File: src/hw/spl_defs.vh
`ifndef SPL_DEFS_VH
`define SPL_DEFS_VH

// Register offsets on the plain register port
`define SPL_CFG_OFFSET 8'hc8
`define SPL_STAT_OFFSET 8'hcc

// Configuration word field positions
`define SPL_PER_LANE_LINE_LOOPBACK_LSB 16
`define SPL_PER_LANE_LINE_LOOPBACK_MSB 19
`define SPL_RSVD20_BIT 20
`define SPL_SPLIT_BIT 21
`define SPL_DLB_ODD_BIT 22
`define SPL_DLB_EVEN_BIT 23
`define SPL_TX_REV_BIT 24
`define SPL_RX_REV_BIT 25
`define SPL_SRST_ODD_BIT 26
`define SPL_SRST_EVEN_BIT 27
`define SPL_PWDN_ODD_BIT 28
`define SPL_PWDN_EVEN_BIT 29
`define SPL_RATE_LSB 30
`define SPL_RATE_MSB 31

// Reset values of the configuration fields
`define SPL_PER_LANE_LINE_LOOPBACK_RST 4'h0
`define SPL_BIT_RST 1'h0
`define SPL_RATE_RST 2'h0

// Lane rate codes
`define SPL_RATE_1G25 2'h0
`define SPL_RATE_2G5 2'h1
`define SPL_RATE_3G125 2'h2
`define SPL_RATE_RSVD 2'h3

// Status word field positions
`define SPL_STAT_SPLIT_PIN 0
`define SPL_STAT_TXREV_PIN 1
`define SPL_STAT_RXREV_PIN 2
`define SPL_STAT_PD_ODD_PIN 3
`define SPL_STAT_PD_EVEN_PIN 4
`define SPL_STAT_RATE_PIN_LSB 5
`define SPL_STAT_RATE_PIN_MSB 6
`define SPL_STAT_EVEN_RST 8
`define SPL_STAT_ODD_RST 9
`define SPL_STAT_EVEN_PD 10
`define SPL_STAT_ODD_PD 11
`define SPL_STAT_RATE_OK 12
`define SPL_STAT_STRAP_DONE 13

`endif

File: src/hw/spl_lane_cfg.v
// Implementation choices: the plain strobed port and the placing of the registers.
`timescale 1ns/100ps
`include "spl_defs.vh"
module spl_lane_cfg #(
  parameter AW = 8,
  parameter DW = 9,
  parameter LW = 10
) (
  input wire i_clk,
  input wire i_resetn,
  input wire [AW-1:0] i_addr,
  input wire [31:0] i_wdata,
  input wire i_wr,
  input wire i_rd,
  output wire [31:0] o_rdata,
  input wire i_port_split_strap_pin,
  input wire i_transmit_reverse_strap_pin,
  input wire i_receive_reverse_strap_pin,
  input wire i_odd_port_power_down_strap_pin,
  input wire i_even_port_power_down_strap_pin,
  input wire [1:0] i_lane_rate_strap_pins,
  output wire [3:0] o_per_lane_line_loopback,
  output wire o_port_split_select,
  output wire o_even_port_wide_allowed,
  output wire o_odd_port_active,
  output wire o_even_port_reset,
  output wire o_odd_port_reset,
  output wire o_even_port_power_down,
  output wire o_odd_port_power_down,
  output wire [1:0] o_lane_rate,
  output wire o_lane_rate_valid,
  input wire [DW-1:0] i_even_tx_data,
  input wire [DW-1:0] i_even_dec_data,
  output wire [DW-1:0] o_even_enc_data,
  output wire [DW-1:0] o_even_rx_data,
  input wire [DW-1:0] i_odd_tx_data,
  input wire [DW-1:0] i_odd_dec_data,
  output wire [DW-1:0] o_odd_enc_data,
  output wire [DW-1:0] o_odd_rx_data,
  input wire [4*LW-1:0] i_tx_lanes,
  output wire [4*LW-1:0] o_tx_lanes,
  input wire [4*LW-1:0] i_rx_lanes,
  output wire [4*LW-1:0] o_rx_lanes
);

  localparam [AW-1:0] CFG_ADDR = `SPL_CFG_OFFSET;
  localparam [AW-1:0] STAT_ADDR = `SPL_STAT_OFFSET;

  // Strap synchroniser stages and captured strap levels
  reg [6:0] strap_meta_r;
  reg [6:0] strap_sync_r;
  reg strap_pending_r;

  // Configuration fields
  reg [3:0] per_lane_line_loopback_r;
  reg rsvd20_r;
  reg split_r;
  reg dlb_odd_r;
  reg dlb_even_r;
  reg tx_rev_r;
  reg rx_rev_r;
  reg srst_odd_r;
  reg srst_even_r;
  reg pwdn_odd_r;
  reg pwdn_even_r;
  reg [1:0] rate_r;

  // Derived port controls
  reg even_rst_r;
  reg odd_rst_r;
  reg even_pd_r;
  reg odd_pd_r;
  reg wide_ok_r;
  reg odd_active_r;
  reg rate_ok_r;

  // Read path
  reg [31:0] rdata_r;
  reg [31:0] rdata_nxt;
  reg [31:0] cfg_word;
  reg [31:0] stat_word;

  wire cfg_wr;

  assign cfg_wr = i_wr && (i_addr == CFG_ADDR);

  // Rate code sanity check, used by both the port output and status
  function spl_rate_ok;
    input [1:0] code;
    begin
      case (code)
        `SPL_RATE_1G25: spl_rate_ok = 1'b1;
        `SPL_RATE_2G5: spl_rate_ok = 1'b1;
        `SPL_RATE_3G125: spl_rate_ok = 1'b1;
        default: spl_rate_ok = 1'b0;
      endcase
    end
  endfunction

  // Straps are pins from outside; two flops before any use. Not reset so
  // the pipe is already full of the pin level when reset releases.
  always @(posedge i_clk) begin
    strap_meta_r <= {i_lane_rate_strap_pins, i_even_port_power_down_strap_pin,
                     i_odd_port_power_down_strap_pin, i_receive_reverse_strap_pin,
                     i_transmit_reverse_strap_pin, i_port_split_strap_pin};
    strap_sync_r <= strap_meta_r;
  end

  // Strap capture happens once, at the first edge after reset release
  always @(posedge i_clk) begin
    if (!i_resetn) begin
      strap_pending_r <= 1'b1;
    end else begin
      strap_pending_r <= 1'b0;
    end
  end

  // Software-only fields: line loopback, reserved bit, digital loopback, soft resets
  always @(posedge i_clk) begin
    if (!i_resetn) begin
      per_lane_line_loopback_r <= `SPL_PER_LANE_LINE_LOOPBACK_RST;
      rsvd20_r <= `SPL_BIT_RST;
      dlb_odd_r <= `SPL_BIT_RST;
      dlb_even_r <= `SPL_BIT_RST;
      srst_odd_r <= `SPL_BIT_RST;
      srst_even_r <= `SPL_BIT_RST;
    end else if (cfg_wr) begin
      per_lane_line_loopback_r <= i_wdata[`SPL_PER_LANE_LINE_LOOPBACK_MSB:`SPL_PER_LANE_LINE_LOOPBACK_LSB];
      rsvd20_r <= i_wdata[`SPL_RSVD20_BIT];
      dlb_odd_r <= i_wdata[`SPL_DLB_ODD_BIT];
      dlb_even_r <= i_wdata[`SPL_DLB_EVEN_BIT];
      srst_odd_r <= i_wdata[`SPL_SRST_ODD_BIT];
      srst_even_r <= i_wdata[`SPL_SRST_EVEN_BIT];
    end
  end

  // Strap-seeded fields. A write in the capture cycle wins, as software
  // is meant to override the pins; otherwise the strap is taken once.
  always @(posedge i_clk) begin
    if (!i_resetn) begin
      split_r <= `SPL_BIT_RST;
      tx_rev_r <= `SPL_BIT_RST;
      rx_rev_r <= `SPL_BIT_RST;
      pwdn_odd_r <= `SPL_BIT_RST;
      pwdn_even_r <= `SPL_BIT_RST;
      rate_r <= `SPL_RATE_RST;
    end else if (cfg_wr) begin
      split_r <= i_wdata[`SPL_SPLIT_BIT];
      tx_rev_r <= i_wdata[`SPL_TX_REV_BIT];
      rx_rev_r <= i_wdata[`SPL_RX_REV_BIT];
      pwdn_odd_r <= i_wdata[`SPL_PWDN_ODD_BIT];
      pwdn_even_r <= i_wdata[`SPL_PWDN_EVEN_BIT];
      rate_r <= i_wdata[`SPL_RATE_MSB:`SPL_RATE_LSB];
    end else if (strap_pending_r) begin
      split_r <= strap_sync_r[0];
      tx_rev_r <= strap_sync_r[1];
      rx_rev_r <= strap_sync_r[2];
      pwdn_odd_r <= strap_sync_r[3];
      pwdn_even_r <= strap_sync_r[4];
      rate_r <= strap_sync_r[6:5];
    end
  end

  // Port controls derived from the fields. Device reset holds both ports;
  // even power down also holds the odd port since they share the MAC.
  always @(posedge i_clk) begin
    if (!i_resetn) begin
      even_rst_r <= 1'b1;
      odd_rst_r <= 1'b1;
      even_pd_r <= 1'b0;
      odd_pd_r <= 1'b0;
      wide_ok_r <= 1'b0;
      odd_active_r <= 1'b0;
      rate_ok_r <= 1'b0;
    end else begin
      even_rst_r <= srst_even_r;
      odd_rst_r <= srst_odd_r | pwdn_even_r;
      even_pd_r <= pwdn_even_r;
      odd_pd_r <= pwdn_odd_r;
      wide_ok_r <= ~split_r;
      odd_active_r <= split_r;
      rate_ok_r <= spl_rate_ok(rate_r);
    end
  end

  // Readable images of the configuration and of the block's own state
  always @* begin
    cfg_word = 32'h0000_0000;
    cfg_word[`SPL_PER_LANE_LINE_LOOPBACK_MSB:`SPL_PER_LANE_LINE_LOOPBACK_LSB] = per_lane_line_loopback_r;
    cfg_word[`SPL_RSVD20_BIT] = rsvd20_r;
    cfg_word[`SPL_SPLIT_BIT] = split_r;
    cfg_word[`SPL_DLB_ODD_BIT] = dlb_odd_r;
    cfg_word[`SPL_DLB_EVEN_BIT] = dlb_even_r;
    cfg_word[`SPL_TX_REV_BIT] = tx_rev_r;
    cfg_word[`SPL_RX_REV_BIT] = rx_rev_r;
    cfg_word[`SPL_SRST_ODD_BIT] = srst_odd_r;
    cfg_word[`SPL_SRST_EVEN_BIT] = srst_even_r;
    cfg_word[`SPL_PWDN_ODD_BIT] = pwdn_odd_r;
    cfg_word[`SPL_PWDN_EVEN_BIT] = pwdn_even_r;
    cfg_word[`SPL_RATE_MSB:`SPL_RATE_LSB] = rate_r;
    stat_word = 32'h0000_0000;
    stat_word[`SPL_STAT_SPLIT_PIN] = strap_sync_r[0];
    stat_word[`SPL_STAT_TXREV_PIN] = strap_sync_r[1];
    stat_word[`SPL_STAT_RXREV_PIN] = strap_sync_r[2];
    stat_word[`SPL_STAT_PD_ODD_PIN] = strap_sync_r[3];
    stat_word[`SPL_STAT_PD_EVEN_PIN] = strap_sync_r[4];
    stat_word[`SPL_STAT_RATE_PIN_MSB:`SPL_STAT_RATE_PIN_LSB] = strap_sync_r[6:5];
    stat_word[`SPL_STAT_EVEN_RST] = even_rst_r;
    stat_word[`SPL_STAT_ODD_RST] = odd_rst_r;
    stat_word[`SPL_STAT_EVEN_PD] = even_pd_r;
    stat_word[`SPL_STAT_ODD_PD] = odd_pd_r;
    stat_word[`SPL_STAT_RATE_OK] = rate_ok_r;
    stat_word[`SPL_STAT_STRAP_DONE] = ~strap_pending_r;
  end

  // Read data select; unmapped addresses read as zero
  always @* begin
    if (i_addr == CFG_ADDR) begin
      rdata_nxt = cfg_word;
    end else if (i_addr == STAT_ADDR) begin
      rdata_nxt = stat_word;
    end else begin
      rdata_nxt = 32'h0000_0000;
    end
  end

  // Read data stand only in the cycle after the strobe, zero otherwise
  always @(posedge i_clk) begin
    if (!i_resetn) begin
      rdata_r <= 32'h0000_0000;
    end else if (i_rd) begin
      rdata_r <= rdata_nxt;
    end else begin
      rdata_r <= 32'h0000_0000;
    end
  end

  // Even port loopback ahead of the coder
  spl_port_loop #(
    .DW(DW)
  ) u_even_loop (
    .i_clk(i_clk),
    .i_resetn(i_resetn),
    .i_hold(even_rst_r),
    .i_loop_en(dlb_even_r),
    .i_tx_data(i_even_tx_data),
    .i_dec_data(i_even_dec_data),
    .o_enc_data(o_even_enc_data),
    .o_rx_data(o_even_rx_data)
  );

  // Odd port loopback ahead of the coder
  spl_port_loop #(
    .DW(DW)
  ) u_odd_loop (
    .i_clk(i_clk),
    .i_resetn(i_resetn),
    .i_hold(odd_rst_r),
    .i_loop_en(dlb_odd_r),
    .i_tx_data(i_odd_tx_data),
    .i_dec_data(i_odd_dec_data),
    .o_enc_data(o_odd_enc_data),
    .o_rx_data(o_odd_rx_data)
  );

  // Transmit lane order toward the SerDes
  spl_lane_order #(
    .LW(LW)
  ) u_tx_order (
    .i_clk(i_clk),
    .i_resetn(i_resetn),
    .i_reverse(tx_rev_r),
    .i_lanes(i_tx_lanes),
    .o_lanes(o_tx_lanes)
  );

  // Receive lane order from the SerDes
  spl_lane_order #(
    .LW(LW)
  ) u_rx_order (
    .i_clk(i_clk),
    .i_resetn(i_resetn),
    .i_reverse(rx_rev_r),
    .i_lanes(i_rx_lanes),
    .o_lanes(o_rx_lanes)
  );

  // Every control output is a flop; line loopback is only passed to the
  // SerDes, there is no retiming in that path so software should avoid it
  assign o_rdata = rdata_r;
  assign o_per_lane_line_loopback = per_lane_line_loopback_r;
  assign o_port_split_select = split_r;
  assign o_even_port_wide_allowed = wide_ok_r;
  assign o_odd_port_active = odd_active_r;
  assign o_even_port_reset = even_rst_r;
  assign o_odd_port_reset = odd_rst_r;
  assign o_even_port_power_down = even_pd_r;
  assign o_odd_port_power_down = odd_pd_r;
  assign o_lane_rate = rate_r;
  assign o_lane_rate_valid = rate_ok_r;

endmodule

File: src/hw/spl_lane_order.v
`timescale 1ns/100ps
// Registered four-lane reorder: A,B,C,D straight or D,C,B,A reversed
module spl_lane_order #(
  parameter LW = 10
) (
  input wire i_clk,
  input wire i_resetn,
  input wire i_reverse,
  input wire [4*LW-1:0] i_lanes,
  output reg [4*LW-1:0] o_lanes
);

  // Swap lane slots end for end; lane A sits in the lowest slot
  function [4*LW-1:0] spl_reverse;
    input [4*LW-1:0] lanes;
    integer k;
    begin
      spl_reverse = {4*LW{1'b0}};
      for (k = 0; k < 4; k = k + 1) begin
        spl_reverse[k*LW +: LW] = lanes[(3-k)*LW +: LW];
      end
    end
  endfunction

  // One flop stage keeps the lane mux off the SerDes timing path
  always @(posedge i_clk) begin
    if (!i_resetn) begin
      o_lanes <= {4*LW{1'b0}};
    end else if (i_reverse) begin
      o_lanes <= spl_reverse(i_lanes);
    end else begin
      o_lanes <= i_lanes;
    end
  end

endmodule

File: src/hw/spl_port_loop.v
`timescale 1ns/100ps
// Per-port digital loopback ahead of the 8b/10b coder
module spl_port_loop #(
  parameter DW = 9
) (
  input wire i_clk,
  input wire i_resetn,
  input wire i_hold,
  input wire i_loop_en,
  input wire [DW-1:0] i_tx_data,
  input wire [DW-1:0] i_dec_data,
  output reg [DW-1:0] o_enc_data,
  output reg [DW-1:0] o_rx_data
);

  // Held port gives quiet zeros both ways; transmit still reaches the coder in loopback
  always @(posedge i_clk) begin
    if (!i_resetn || i_hold) begin
      o_enc_data <= {DW{1'b0}};
      o_rx_data <= {DW{1'b0}};
    end else begin
      o_enc_data <= i_tx_data;
      if (i_loop_en) begin
        o_rx_data <= i_tx_data;
      end else begin
        o_rx_data <= i_dec_data;
      end
    end
  end

endmodule

File: config.mk
export PLATFORM = sky130hd
export DESIGN_NAME = spl_lane_cfg
export DESIGN_NICKNAME = d
export VERILOG_FILES = /design/src/hw/spl_lane_cfg.v /design/src/hw/spl_lane_order.v /design/src/hw/spl_port_loop.v
export VERILOG_INCLUDE_DIRS = /design/src /design/src/hw
export SDC_FILE = /design/constraint.sdc
export NUM_CORES = 1
export LEC_CHECK = 0
export BUFFER_PORTS_ARGS = -buffer_cell sky130_fd_sc_hd__buf_2
export CAP_MARGIN = 0
export CORE_ASPECT_RATIO = 0.5
export CORE_MARGIN = 5
export CORE_UTILIZATION = 44
export DETAILED_ROUTE_END_ITERATION = 8
export HOLD_SLACK_MARGIN = 0.12
export PLACE_DENSITY = 0.79
export SYNTH_ARGS = -nofsm -noshare
export SYNTH_HDL_FRONTEND = slang
export SYNTH_SLANG_ARGS = --single-unit
File: constraint.sdc
create_clock -name i_clk -period 2.25 [get_ports i_clk]
set_clock_uncertainty 0.2 [all_clocks]
set_input_delay 0.45 -clock i_clk [delete_from_list [all_inputs] [get_ports i_clk]]
set_output_delay 0.45 -clock i_clk [all_outputs]
set_load 0.02 [all_outputs]
==> results.sh, run 1 <==
export IMPL_timing_max_cap_violations=0
export IMPL_syn_area_per_cell_um2=11.15
export IMPL_wl_per_cell_um=16.39
export IMPL_postCtsResizedCells=0
export IMPL_ys_seq_area_share_pct=61.28
export IMPL_place_ws_ps=265.2
export IMPL_period_minus_slack_ps=2119
export IMPL_cts_buffers=17
export IMPL_drtIter0Drc=177
export IMPL_clockRootBuffer="clkbuf_16"
export IMPL_crit_path_start_kind="flop"
export IMPL_fin_crit_sh_pct=94.20
export IMPL_ys_ff_latch=183
export IMPL_drt_wl_total_um=19810
export IMPL_powerDensity_nw_per_um2=741.9
export IMPL_synthCells=536
export IMPL_cts_tree="yes"
export IMPL_grt_overflow_total=0
export IMPL_setup_tns_final_ps=0
export IMPL_p_leak_nw=4.763
export IMPL_port_buffers=309
export IMPL_tightestPinTransition_ps=660.7
export IMPL_seqCellArea_um2=3666
export IMPL_drc_errors=0
export IMPL_slew_headroom_pct=55.90
export IMPL_critPathLaunch="rx_rev_r$_SDFFE_PN0P_"
export IMPL_rsz0062_at_grt="false"
export IMPL_critical_path_class="reg -> reg"
export IMPL_nNetsFinal=1187
export IMPL_clock_sinks=183
export IMPL_die_h_um=92.42
export IMPL_endpoint="u_rx_order.o_lanes[30]$_SDFF_PN0_"
export IMPL_drt_vias_per_instance=4.656
export IMPL_start_util_pct=44.49
export IMPL_slowest_stage="dlygate4sd3_1"
export IMPL_path_cells="buf_4 -> mux2i_1 -> dlygate4sd3_1 -> nor2_1"
export IMPL_rows=30
export IMPL_slowest_delay_ps=590
export IMPL_fillers=876
export IMPL_regToRegSetupSlack_ps=130
export IMPL_grt_max_degree=84
export IMPL_setup_violations=0
export IMPL_gp_congestion=0.7336
export IMPL_multi_input_area_um2=2160
export IMPL_antenna_cells=0
export IMPL_track_usage_pct=23.97
export IMPL_antenna_found_initial=1
export IMPL_hold_ws_ps=128.7
export IMPL_cp_required_ps=2340
export IMPL_die_area_um2=16160
export IMPL_htree_levels=4
export IMPL_hold_viol_final=0
export IMPL_num_vias=5629
export IMPL_yosysWarnings=0
export IMPL_die_w_um=174.8
export IMPL_grt_pass1_wl_um=30990
export IMPL_drive_above_1_share_pct=35.43
export IMPL_r2r_start="rx_rev_r$_SDFFE_PN0P_"
export IMPL_muxShareOfSynthArea_pct=20.41
export IMPL_reg2reg_depth=4
export IMPL_first_pass_iters=5
export IMPL_synth_compound_area_share_pct=0.08372
export IMPL_clk_latency_ps=410
export IMPL_r2r_end="u_rx_order.o_lanes[30]$_SDFF_PN0_"
export IMPL_ir_drop_mv=0.5808
export IMPL_grt_pass1_vias=6254
export IMPL_clockBufferDepth=2
export IMPL_synth_top_family_by_area="multiplexers"
export IMPL_hold_path_class="reg -> reg"
export IMPL_syn_to_final_growth_pct=68.42
export IMPL_cp_max_fo=18
export IMPL_synth_area_um2=5978
export IMPL_clk_pin_slew_ps=70
export IMPL_core_region_area_um2=13440
export IMPL_cp_arrival_ps=2210
export IMPL_slew_violations=0
export IMPL_ys_types=22
export IMPL_io_pins=329
export IMPL_yosys_area_share_adder_pct=0
export IMPL_yosys_area_share_simple_pct=15.34
export IMPL_ant_nets=0
export IMPL_layout_setup_ws_ps=130.5
export IMPL_outcome="finished clean"
export IMPL_synth_xor_area_share_pct=0
export IMPL_critPathCaptureType="flop"
export IMPL_dpl_hpwl_um=11810
export IMPL_fmax_mhz=471.8
logic make-up (layout without fill, tap and decap cells):
kind of cell           Yosys count  in the layout
other                            1              3
AO/OA/AOI/OAI                    1              1
multiplexers                   121            121
buffers and inverters           37            532
flip-flops                     183            183
AND/OR/NAND/NOR                193            193
layout make-up:
| cell class | count | area share, % |
|---|---|---|
| sequential | 183 | 36.41 |
| timing repair buffer | 497 | 34.05 |
| multi-input combinational | 318 | 21.45 |
| clock buffer | 17 | 4.225 |
| tap | 176 | 2.187 |
| clock inverter | 15 | 1.566 |
| inverter | 3 | 0.1118 |
critical path: cells and delay by family, from the launching register on:
kind | cells | cell delay (ps)
mux | 1 | 230
simple gates | 1 | 60
buf+inv | 2 | 960
flops | 1 | 550
where the power goes:
group | total, mW | internal, mW | switching (mW)
registers | 3.44 | 3.39 | 0.0544
logic | 1.08 | 0.547 | 0.532
clock network | 2.95 | 1.58 | 1.37
total | 7.47 | 5.51 | 1.96
cell usage in the layout (no fill, tap or decap), types with 2 or more instances in the layout:
cell and n:
nor4_4 2, dfxtp_1 181, dlygate4sd3_1 178, nor2_1 101
mux2_2 7, buf_2 309, mux2i_1 114, nand2b_1 3
buf_4 8, clkbuf_16 17, inv_1 2, and2_1 49
buf_12 2, nand2_1 33, inv_6 5, conb_1 3
clkinvlp_4 4, inv_8 4, dfxtp_2 2
sequential cells by signal, summed over array words and instances, names as in the netlist, 2 cells and up:
| register | cells |
|---|---|
| u_rx_order.o_lanes | 40 |
| u_even_loop.o_rx_data | 9 |
| u_tx_order.o_lanes | 40 |
| o_lane_rate | 2 |
| o_rdata | 29 |
| u_odd_loop.o_enc_data | 9 |
| o_per_lane_line_loopback | 4 |
| u_even_loop.o_enc_data | 9 |
| strap_meta_r | 7 |
| u_odd_loop.o_rx_data | 9 |
| strap_sync_r | 7 |
repair_timing:
action | in CTS | in global routing
setup buffers | 0 | 0
hold endpoints to repair | 137 | 0
hold buffers | 178 | 0
cells in the mapped netlist:
cell type | count | area, µm²
nor2b_1 | 1 | 6.260
nor2_1 | 101 | 379.1
nor4_4 | 2 | 42.54
a21oi_1 | 1 | 5.000
mux2i_1 | 114 | 1141
clkbuf_1 | 18 | 67.56
dfxtp_1 | 183 | 3664
inv_1 | 3 | 11.26
buf_1 | 3 | 11.26
or3_1 | 1 | 6.260
and2_1 | 49 | 306.5
buf_4 | 3 | 22.52
buf_2 | 8 | 40.04
nand4bb_2 | 1 | 16.27
nand2_1 | 33 | 123.9
buf_6 | 1 | 11.26
nor4_1 | 1 | 6.260
nand2b_1 | 3 | 18.77
conb_1 | 1 | 3.750
or3b_4 | 1 | 11.26
clkbuf_2 | 1 | 5.000
mux2_2 | 7 | 78.83
through the flow:
step                util (%)  total power, mW  std cells  area, µm²
floorplan                  -            3.943        538       5986
global placement       57.33            4.261        999       7704
detailed placement     57.33            4.289        999       7704
CTS                    74.93            7.472       1209      10070
global route           74.93            7.774       1209      10070
finish                 74.93            7.470       1209      10070
worst min path at each step:
| stage | cells past startpoint | startpoint | slack (ps) | to |
|---|---|---|---|---|
| after global routing | 0 | strap_meta_r[0]$_DFF_P_ | 130 | strap_sync_r[0]$_DFF_P_ |
| after CTS | 3 | i_tx_lanes[0] | 120 | u_tx_order.o_lanes[0]$_SDFF_PN0_ |
| after global placement | 0 | strap_meta_r[5]$_DFF_P_ | 110 | strap_sync_r[5]$_DFF_P_ |
| final | 0 | strap_meta_r[4]$_DFF_P_ | 130 | strap_sync_r[4]$_DFF_P_ |
| after floorplan | 0 | strap_meta_r[0]$_DFF_P_ | 110 | strap_sync_r[0]$_DFF_P_ |
| after detailed placement | 0 | strap_meta_r[4]$_DFF_P_ | 110 | strap_sync_r[4]$_DFF_P_ |
layer usage:
layer	wire (µm)	part of all wire, %	vias up	track usage [%]
li1	-	-	2704	-
met1	6943	35	2654	23.40
met2	10860	55	207	47.29
met3	1247	6.3	62	6.403
met4	745	3.8	2	11.30
met5	11	0.056	-	0
Note: power is estimated with default switching activity, not from simulation.
==> run 2: changes to the inputs <==
--- a/config.mk
+++ b/config.mk
@@ -6,12 +6,14 @@
 export SDC_FILE = /design/constraint.sdc
 export NUM_CORES = 1
 export LEC_CHECK = 0
+export ABC_AREA = 1
 export BUFFER_PORTS_ARGS = -buffer_cell sky130_fd_sc_hd__buf_2
 export CAP_MARGIN = 0
 export CORE_ASPECT_RATIO = 0.5
 export CORE_MARGIN = 5
 export CORE_UTILIZATION = 44
 export DETAILED_ROUTE_END_ITERATION = 8
+export GPL_TIMING_DRIVEN = 0
 export HOLD_SLACK_MARGIN = 0.12
 export PLACE_DENSITY = 0.79
 export SYNTH_ARGS = -nofsm -noshare
==> run 2 against run 1 <==
Cell count rose by 12%. Total power decreased by 1.1%. Clock power is 1% lower. Count of clock-buffer cells in the layout up 2. Sequential cell count stayed put. Critical path depth rose by 1. Routed wire length up 11%. Sequential share of layout area increased by 1.4 points. Fmax increased by 3.9%. Design area down 3.8%. Critical path type unchanged. Critical endpoint is now u_rx_order.o_lanes[25]$_SDFF_PN0_. Largest cell class unchanged.
==> results.sh, run 2 <==
export IMPL_port_buffers=308
export IMPL_fillers=979
export IMPL_timing_max_cap_violations=0
export IMPL_cts_buffers=17
export IMPL_syn_to_final_growth_pct=62.43
export IMPL_synthArstFlopShare_pct=0
export IMPL_muxShareOfSynthArea_pct=0
export IMPL_synth_common_cells="208 x nor2_1, 183 x dfxtp_1, 102 x o21ai_0"
export IMPL_die_area_um2=16120
export IMPL_drtIter0Drc=460
export IMPL_grt_max_degree=17
export IMPL_hold_viol_final=0
export IMPL_nNetsFinal=1335
export IMPL_rows=30
export IMPL_cp_required_ps=2400
export IMPL_io_pins=329
export IMPL_powerDensity_nw_per_um2=762.8
export IMPL_synth_edf_count=0
export IMPL_drt_wl_total_um=21910
export IMPL_yosysWarnings=0
export IMPL_drt_vias_per_instance=4.919
export IMPL_dpl_hpwl_um=14130
export IMPL_syn_area_per_cell_um2=8.493
export IMPL_die_w_um=174.6
export IMPL_outcome="finished clean"
export IMPL_synth_area_um2=5962
export IMPL_synth_top_family_by_area="simple AND/OR/NAND/NOR gates"
export IMPL_grt_overflow_total=0
export IMPL_cp_arrival_ps=2190
export IMPL_hold_path_class="reg -> reg"
export IMPL_clk_latency_ps=400
export IMPL_die_h_um=92.31
export IMPL_clockRootBuffer="clkbuf_16"
export IMPL_ys_ff_latch=183
export IMPL_ys_types=21
export IMPL_crit_path_start_kind="flop"
export IMPL_fmax_mhz=490.3
export IMPL_first_pass_iters=5
export IMPL_drive_above_1_share_pct=31.98
export IMPL_htree_levels=4
export IMPL_synthCells=702
export IMPL_clk_pin_slew_ps=60
export IMPL_slew_violations=0
export IMPL_core_region_area_um2=13400
export IMPL_synth_most_common_cell="nor2_1"
export IMPL_layout_commonest_cell="buf_2"
export IMPL_yosys_area_share_adder_pct=0
export IMPL_postCtsResizedCells=0
export IMPL_yosys_area_share_simple_pct=18.74
export IMPL_path_cells="inv_1 -> clkbuf_1 -> nor2_1 -> nor2_1 -> dlygate4sd3_1"
export IMPL_period_minus_slack_ps=2040
export IMPL_clockBufferDepth=2
export IMPL_ys_top_cells_by_area="dfxtp_1 61%, nor2_1 13%, o21ai_0 8.6%, inv_1 4.0%, a21oi_1 2.5%"
export IMPL_synth_main_ff_cell="dfxtp_1"
export IMPL_multi_input_area_um2=1837
export IMPL_seqCellArea_um2=3664
export IMPL_yosys_area_top_type="dfxtp_1"
export IMPL_tightestPinTransition_ps=609.4
export IMPL_num_vias=6675
export IMPL_ir_drop_mv=0.5275
export IMPL_slew_headroom_pct=59.38
export IMPL_slowest_stage="dlygate4sd3_1"
export IMPL_track_usage_pct=26.03
export IMPL_antenna_found_initial=1
export IMPL_gp_congestion=0.8745
export IMPL_ant_nets=0
export IMPL_cts_tree="yes"
export IMPL_critPathCaptureType="flop"
export IMPL_cp_common_cell="nor2_1"
export IMPL_p_leak_nw=4.975
export IMPL_numPlacedInstances=1188
export IMPL_clock_sinks=183
export IMPL_rsz0062_at_grt="false"
export IMPL_final_cell_mix="320 x buf_2, 208 x nor2_1, 183 x dfxtp_1, 137 x dlygate4sd3_1, 102 x o21ai_0"
export IMPL_synth_compound_area_share_pct=11.88
export IMPL_stdcell_count=1357
export IMPL_wl_per_cell_um=16.15
export IMPL_fin_crit_sh_pct=90.65
export IMPL_grt_pass1_wl_um=33790
export IMPL_critical_path_class="reg -> reg"
export IMPL_setup_tns_final_ps=0
export IMPL_start_util_pct=44.49
export IMPL_synth_top_area_share_pct=61.45
export IMPL_cp_max_fo=10
export IMPL_slowest_delay_ps=570
export IMPL_ys_seq_area_share_pct=61.45
export IMPL_grt_pass1_vias=6914
export IMPL_drc_errors=0
export IMPL_setup_violations=0
export IMPL_synth_xor_area_share_pct=0
==> run 2: changes by cell type after synthesis, moves of 16 or more <==
cell,before,now
nor2_1,101,208
inv_1,3,64
mux2i_1,114,0
o21ai_0,0,102
a21oi_1,1,30
nand3_1,0,16
and2_1,49,0
==> run 2: final timing paths <==
check	start	endpoint	slack (ps)	cells past startpoint
min reg2reg	strap_meta_r[1]$_DFF_P_	strap_sync_r[1]$_DFF_P_	130	0
max	rx_rev_r$_SDFFE_PN0P_	u_rx_order.o_lanes[25]$_SDFF_PN0_	210	5
min	strap_meta_r[1]$_DFF_P_	strap_sync_r[1]$_DFF_P_	130	0
max reg2reg	rx_rev_r$_SDFFE_PN0P_	u_rx_order.o_lanes[25]$_SDFF_PN0_	210	5
==> run 2: where the power goes <==
group          switching [mW]  total [mW]  internal (mW)
Combinational           0.574        1.02          0.447
Sequential             0.0565        3.45           3.40
Clock                    1.23        2.91           1.69
==> run 2: logic make-up (layout without fill, tap and decap cells) <==
logic type,after synthesis,count (layout)
AO/OA/AOI/OAI,137,137
AND/OR/NAND/NOR,271,271
other,1,5
flip-flops,183,183
buffers and inverters,110,585
==> run 2: critical path, delay by kind of cell, from the launching register on <==
kind / cells / cell delay [ps]
AND/OR/NAND/NOR: 2 / 290
buffers and inverters: 3 / 1140
flip-flops: 1 / 350
==> run 2: routing by layer <==
metal	track usage, %	vias up	wire [µm]	part of all wire, %
met3	6.525	131	1536	7.0
met4	16.00	0	1397	6.4
met1	27.10	3059	7744	35
met2	47.72	374	11240	51
li1	-	3111	-	-
met5	0	-	0	0
==> run 2: repair_timing <==
| action | 4_1_cts | 5_1_grt |
|---|---|---|
| hold buffers | 137 | 0 |
| buffers inserted | 0 | 0 |
| endpoints found under the hold margin | 114 | 0 |
==> run 2: metrics by stage <==
stage / setup slack [ps] / area (µm²) / utilization (%) / hold WS [ps] / power (mW)
after floorplan: 807.6 / 5969 / - / 109.6 / 3.926
after global placement: 443.0 / 7731 / 57.69 / 111.7 / 4.279
after detailed placement: 409.4 / 7731 / 57.69 / 112.1 / 4.299
after CTS: 288.2 / 9679 / 72.23 / 120.5 / 7.381
after global routing: 126.3 / 9682 / 72.25 / 129.1 / 7.677
final: 210.3 / 9684 / 72.27 / 126.9 / 7.387
==> run 2: layout make-up <==
class	instances	area share, %
well taps	176	2.274
flip-flops and latches	183	37.83
clock buffers	19	4.677
inverters	67	2.597
repair buffers	445	30.08
multi-input cells	411	18.97
plain buffers	43	2.248
clock inverters	11	1.279
diodes	2	0.05168
==> run 3: changes to the inputs <==
--- a/config.mk
+++ b/config.mk
@@ -7,11 +7,12 @@
 export NUM_CORES = 1
 export LEC_CHECK = 0
 export ABC_AREA = 1
-export BUFFER_PORTS_ARGS = -buffer_cell sky130_fd_sc_hd__buf_2
+export BUFFER_PORTS_ARGS = -buffer_cell sky130_fd_sc_hd__clkbuf_2
 export CAP_MARGIN = 0
 export CORE_ASPECT_RATIO = 0.5
 export CORE_MARGIN = 5
 export CORE_UTILIZATION = 44
+export CTS_CLUSTER_DIAMETER = 200
 export DETAILED_ROUTE_END_ITERATION = 8
 export GPL_TIMING_DRIVEN = 0
 export HOLD_SLACK_MARGIN = 0.12
==> run 3 against run 2 <==
Count of clock-buffer cells in the layout unchanged. Design area increased by 0.85%. Setup slack got worse by 43 ps. Critical path depth did not move. Sequential power hardly changed. Clock power shrank 1%. Sequential cell count unchanged. Fmax is 2.1% lower. Utilization rose by 0.62 points. Die area unchanged. Total power shrank 0.41%. Largest cell class unchanged. Highest routed layer unchanged.
==> results.sh, run 3 (synthesized netlist as in run 2, its figures left out) <==
export IMPL_outcome="finished clean"
export IMPL_num_vias=6610
export IMPL_syn_to_final_growth_pct=63.82
export IMPL_antenna_found_initial=0
export IMPL_cp_max_fo=10
export IMPL_path_cells="inv_1 -> buf_1 -> nor2_1 -> nor2_1 -> dlygate4sd3_1"
export IMPL_pwr_share_comb_pct=14.1
export IMPL_r2r_start="tx_rev_r$_SDFFE_PN0P_"
export IMPL_period_minus_slack_ps=2083
export IMPL_clkPwrFrac_pct=39.0
export IMPL_power_switching_mw=1.908
export IMPL_die_w_um=174.6
export IMPL_drtIter0Drc=444
export IMPL_clock_sinks=183
export IMPL_critPathCaptureType="flop"
export IMPL_rsz0062_at_grt="false"
export IMPL_p_leak_nw=4.965
export IMPL_stdcell_count=1365
export IMPL_hold_end="strap_sync_r[3]$_DFF_P_"
export IMPL_fmax_mhz=480.1
export IMPL_slew_headroom_pct=59.88
export IMPL_track_usage_pct=26.34
export IMPL_die_h_um=92.31
export IMPL_place_ws_ps=416.9
export IMPL_nNetsFinal=1344
export IMPL_die_area_um2=16120
export IMPL_ant_nets=0
export IMPL_port_buffers=308
export IMPL_gp_congestion=0.8785
export IMPL_setup_violations=0
export IMPL_hold_path_class="reg -> reg"
export IMPL_clockBufferDepth=2
export IMPL_timing_max_cap_violations=0
export IMPL_reg2reg_depth=5
export IMPL_grt_overflow_total=0
export IMPL_slowest_stage="dlygate4sd3_1"
export IMPL_core_region_area_um2=13400
export IMPL_antenna_cells=0
export IMPL_dpl_hpwl_um=14120
export IMPL_regToRegSetupSlack_ps=170
export IMPL_numPlacedInstances=1188
export IMPL_power_frac_seq_pct=47.0
export IMPL_drive_above_1_share_pct=31.79
export IMPL_drc_errors=0
export IMPL_htree_levels=4
export IMPL_grt_pass1_vias=7022
export IMPL_drt_wl_total_um=21890
export IMPL_fillers=959
export IMPL_critPathLaunch="tx_rev_r$_SDFFE_PN0P_"
export IMPL_final_cell_mix="308 x clkbuf_2, 208 x nor2_1, 183 x dfxtp_1, 146 x dlygate4sd3_1, 102 x o21ai_0"
export IMPL_critical_path_class="reg -> reg"
export IMPL_rows=30
export IMPL_cts_tree="yes"
export IMPL_cp_common_cell="nor2_1"
export IMPL_fin_crit_sh_pct=92.58
export IMPL_grt_pass1_wl_um=34180
export IMPL_clk_latency_ps=410
export IMPL_slew_violations=0
export IMPL_hold_viol_final=0
export IMPL_swShare_pct=25.93
export IMPL_setup_tns_final_ps=0
export IMPL_powerDensity_nw_per_um2=753.3
export IMPL_cp_required_ps=2390
export IMPL_hold_ws_ps=124.2
export IMPL_drt_vias_per_instance=4.842
export IMPL_io_pins=329
export IMPL_start_util_pct=44.49
export IMPL_wl_per_cell_um=16.03
export IMPL_first_pass_iters=7
export IMPL_layout_setup_ws_ps=167.0
export IMPL_min_path_cells=0
export IMPL_ir_drop_mv=0.6533
export IMPL_layout_commonest_cell="clkbuf_2"
export IMPL_final_util_pct=72.89
export IMPL_clk_pin_slew_ps=70
export IMPL_cts_buffers=17
export IMPL_grt_max_degree=17
export IMPL_post_cts_buffers=0
export IMPL_cp_arrival_ps=2230
export IMPL_internal_power_mw=5.449
export IMPL_r2r_end="u_tx_order.o_lanes[38]$_SDFF_PN0_"
export IMPL_slowest_delay_ps=570
export IMPL_crit_path_start_kind="flop"
export IMPL_clockRootBuffer="clkbuf_16"
export IMPL_tightestPinTransition_ps=601.8
export IMPL_hp_start="strap_meta_r[3]$_DFF_P_"
==> run 3: cell types whose count changed in the layout (fill, tap and decap cells not counted) <==
| cell | delta |
|---|---|
| buf_2 | -308 |
| bufinv_16 | -1 |
| clkbuf_2 | +308 |
| clkinv_2 | -1 |
| clkinv_4 | +4 |
| clkinvlp_4 | -1 |
| diode_2 | -2 |
| dlygate4sd3_1 | +9 |
| inv_6 | -2 |
| inv_8 | +2 |
==> run 3: worst max-delay path by stage <==
stage / endpoint / cells past startpoint
6_report: u_tx_order.o_lanes[38]$_SDFF_PN0_ / 5
5_1_grt: u_rx_order.o_lanes[17]$_SDFF_PN0_ / 5
4_1_cts: u_tx_order.o_lanes[30]$_SDFF_PN0_ / 5
3_5_place_dp: o_per_lane_line_loopback[1]$_SDFFE_PN0P_ / 8
3_3_place_gp: dlb_odd_r$_SDFFE_PN0P_ / 8
2_1_floorplan: o_per_lane_line_loopback[0]$_SDFFE_PN0P_ / 7
==> run 3: cell type report <==
| cell class | count | area, µm² | area share [%] |
|---|---|---|---|
| multi-input combinational | 411 | 1837 | 18.81 |
| tap | 176 | 220.2 | 2.255 |
| inverter | 67 | 251.5 | 2.575 |
| clock buffer | 19 | 452.9 | 4.637 |
| sequential | 183 | 3664 | 37.51 |
| clock inverter | 12 | 121.4 | 1.243 |
| timing repair buffer | 454 | 3003 | 30.75 |
| buffer | 43 | 217.7 | 2.229 |
==> run 3: routing by layer <==
| metal | track usage, % | up-vias | wire length (µm) |
|---|---|---|---|
| li1 | - | 3138 | - |
| met1 | 28.56 | 3010 | 7982 |
| met2 | 47.37 | 352 | 11120 |
| met3 | 5.791 | 110 | 1513 |
| met4 | 16.46 | 0 | 1271 |
| met5 | 0 | - | 0 |
==> run 3: per-stage QoR <==
step | cell area (µm²) | total power, mW
floorplan | 5969 | 3.926
global placement | 7731 | 4.284
detailed placement | 7731 | 4.303
CTS | 9767 | 7.371
global route | 9767 | 7.654
finish | 9767 | 7.357
==> run 3: critical path: cells and delay by family (launching register included) <==
kind,cells,cell delay [ps]
buf+inv,3,1200
flops,1,370
simple gates,2,240
==> run 3: power by group through the flow <==
stage	combinational [mW]	clock [mW]	sequential, mW
after global placement	0.763	0	3.52
after detailed placement	0.777	0	3.53
after global routing	1.11	3.07	3.47
after floorplan	0.233	0	3.69
final	1.03	2.87	3.46
after CTS	0.994	2.92	3.45
==> run 3: repair_timing <==
item	in CTS	in global routing
hold endpoints to repair	122	0
hold buffers	146	0
resized for setup	0	0
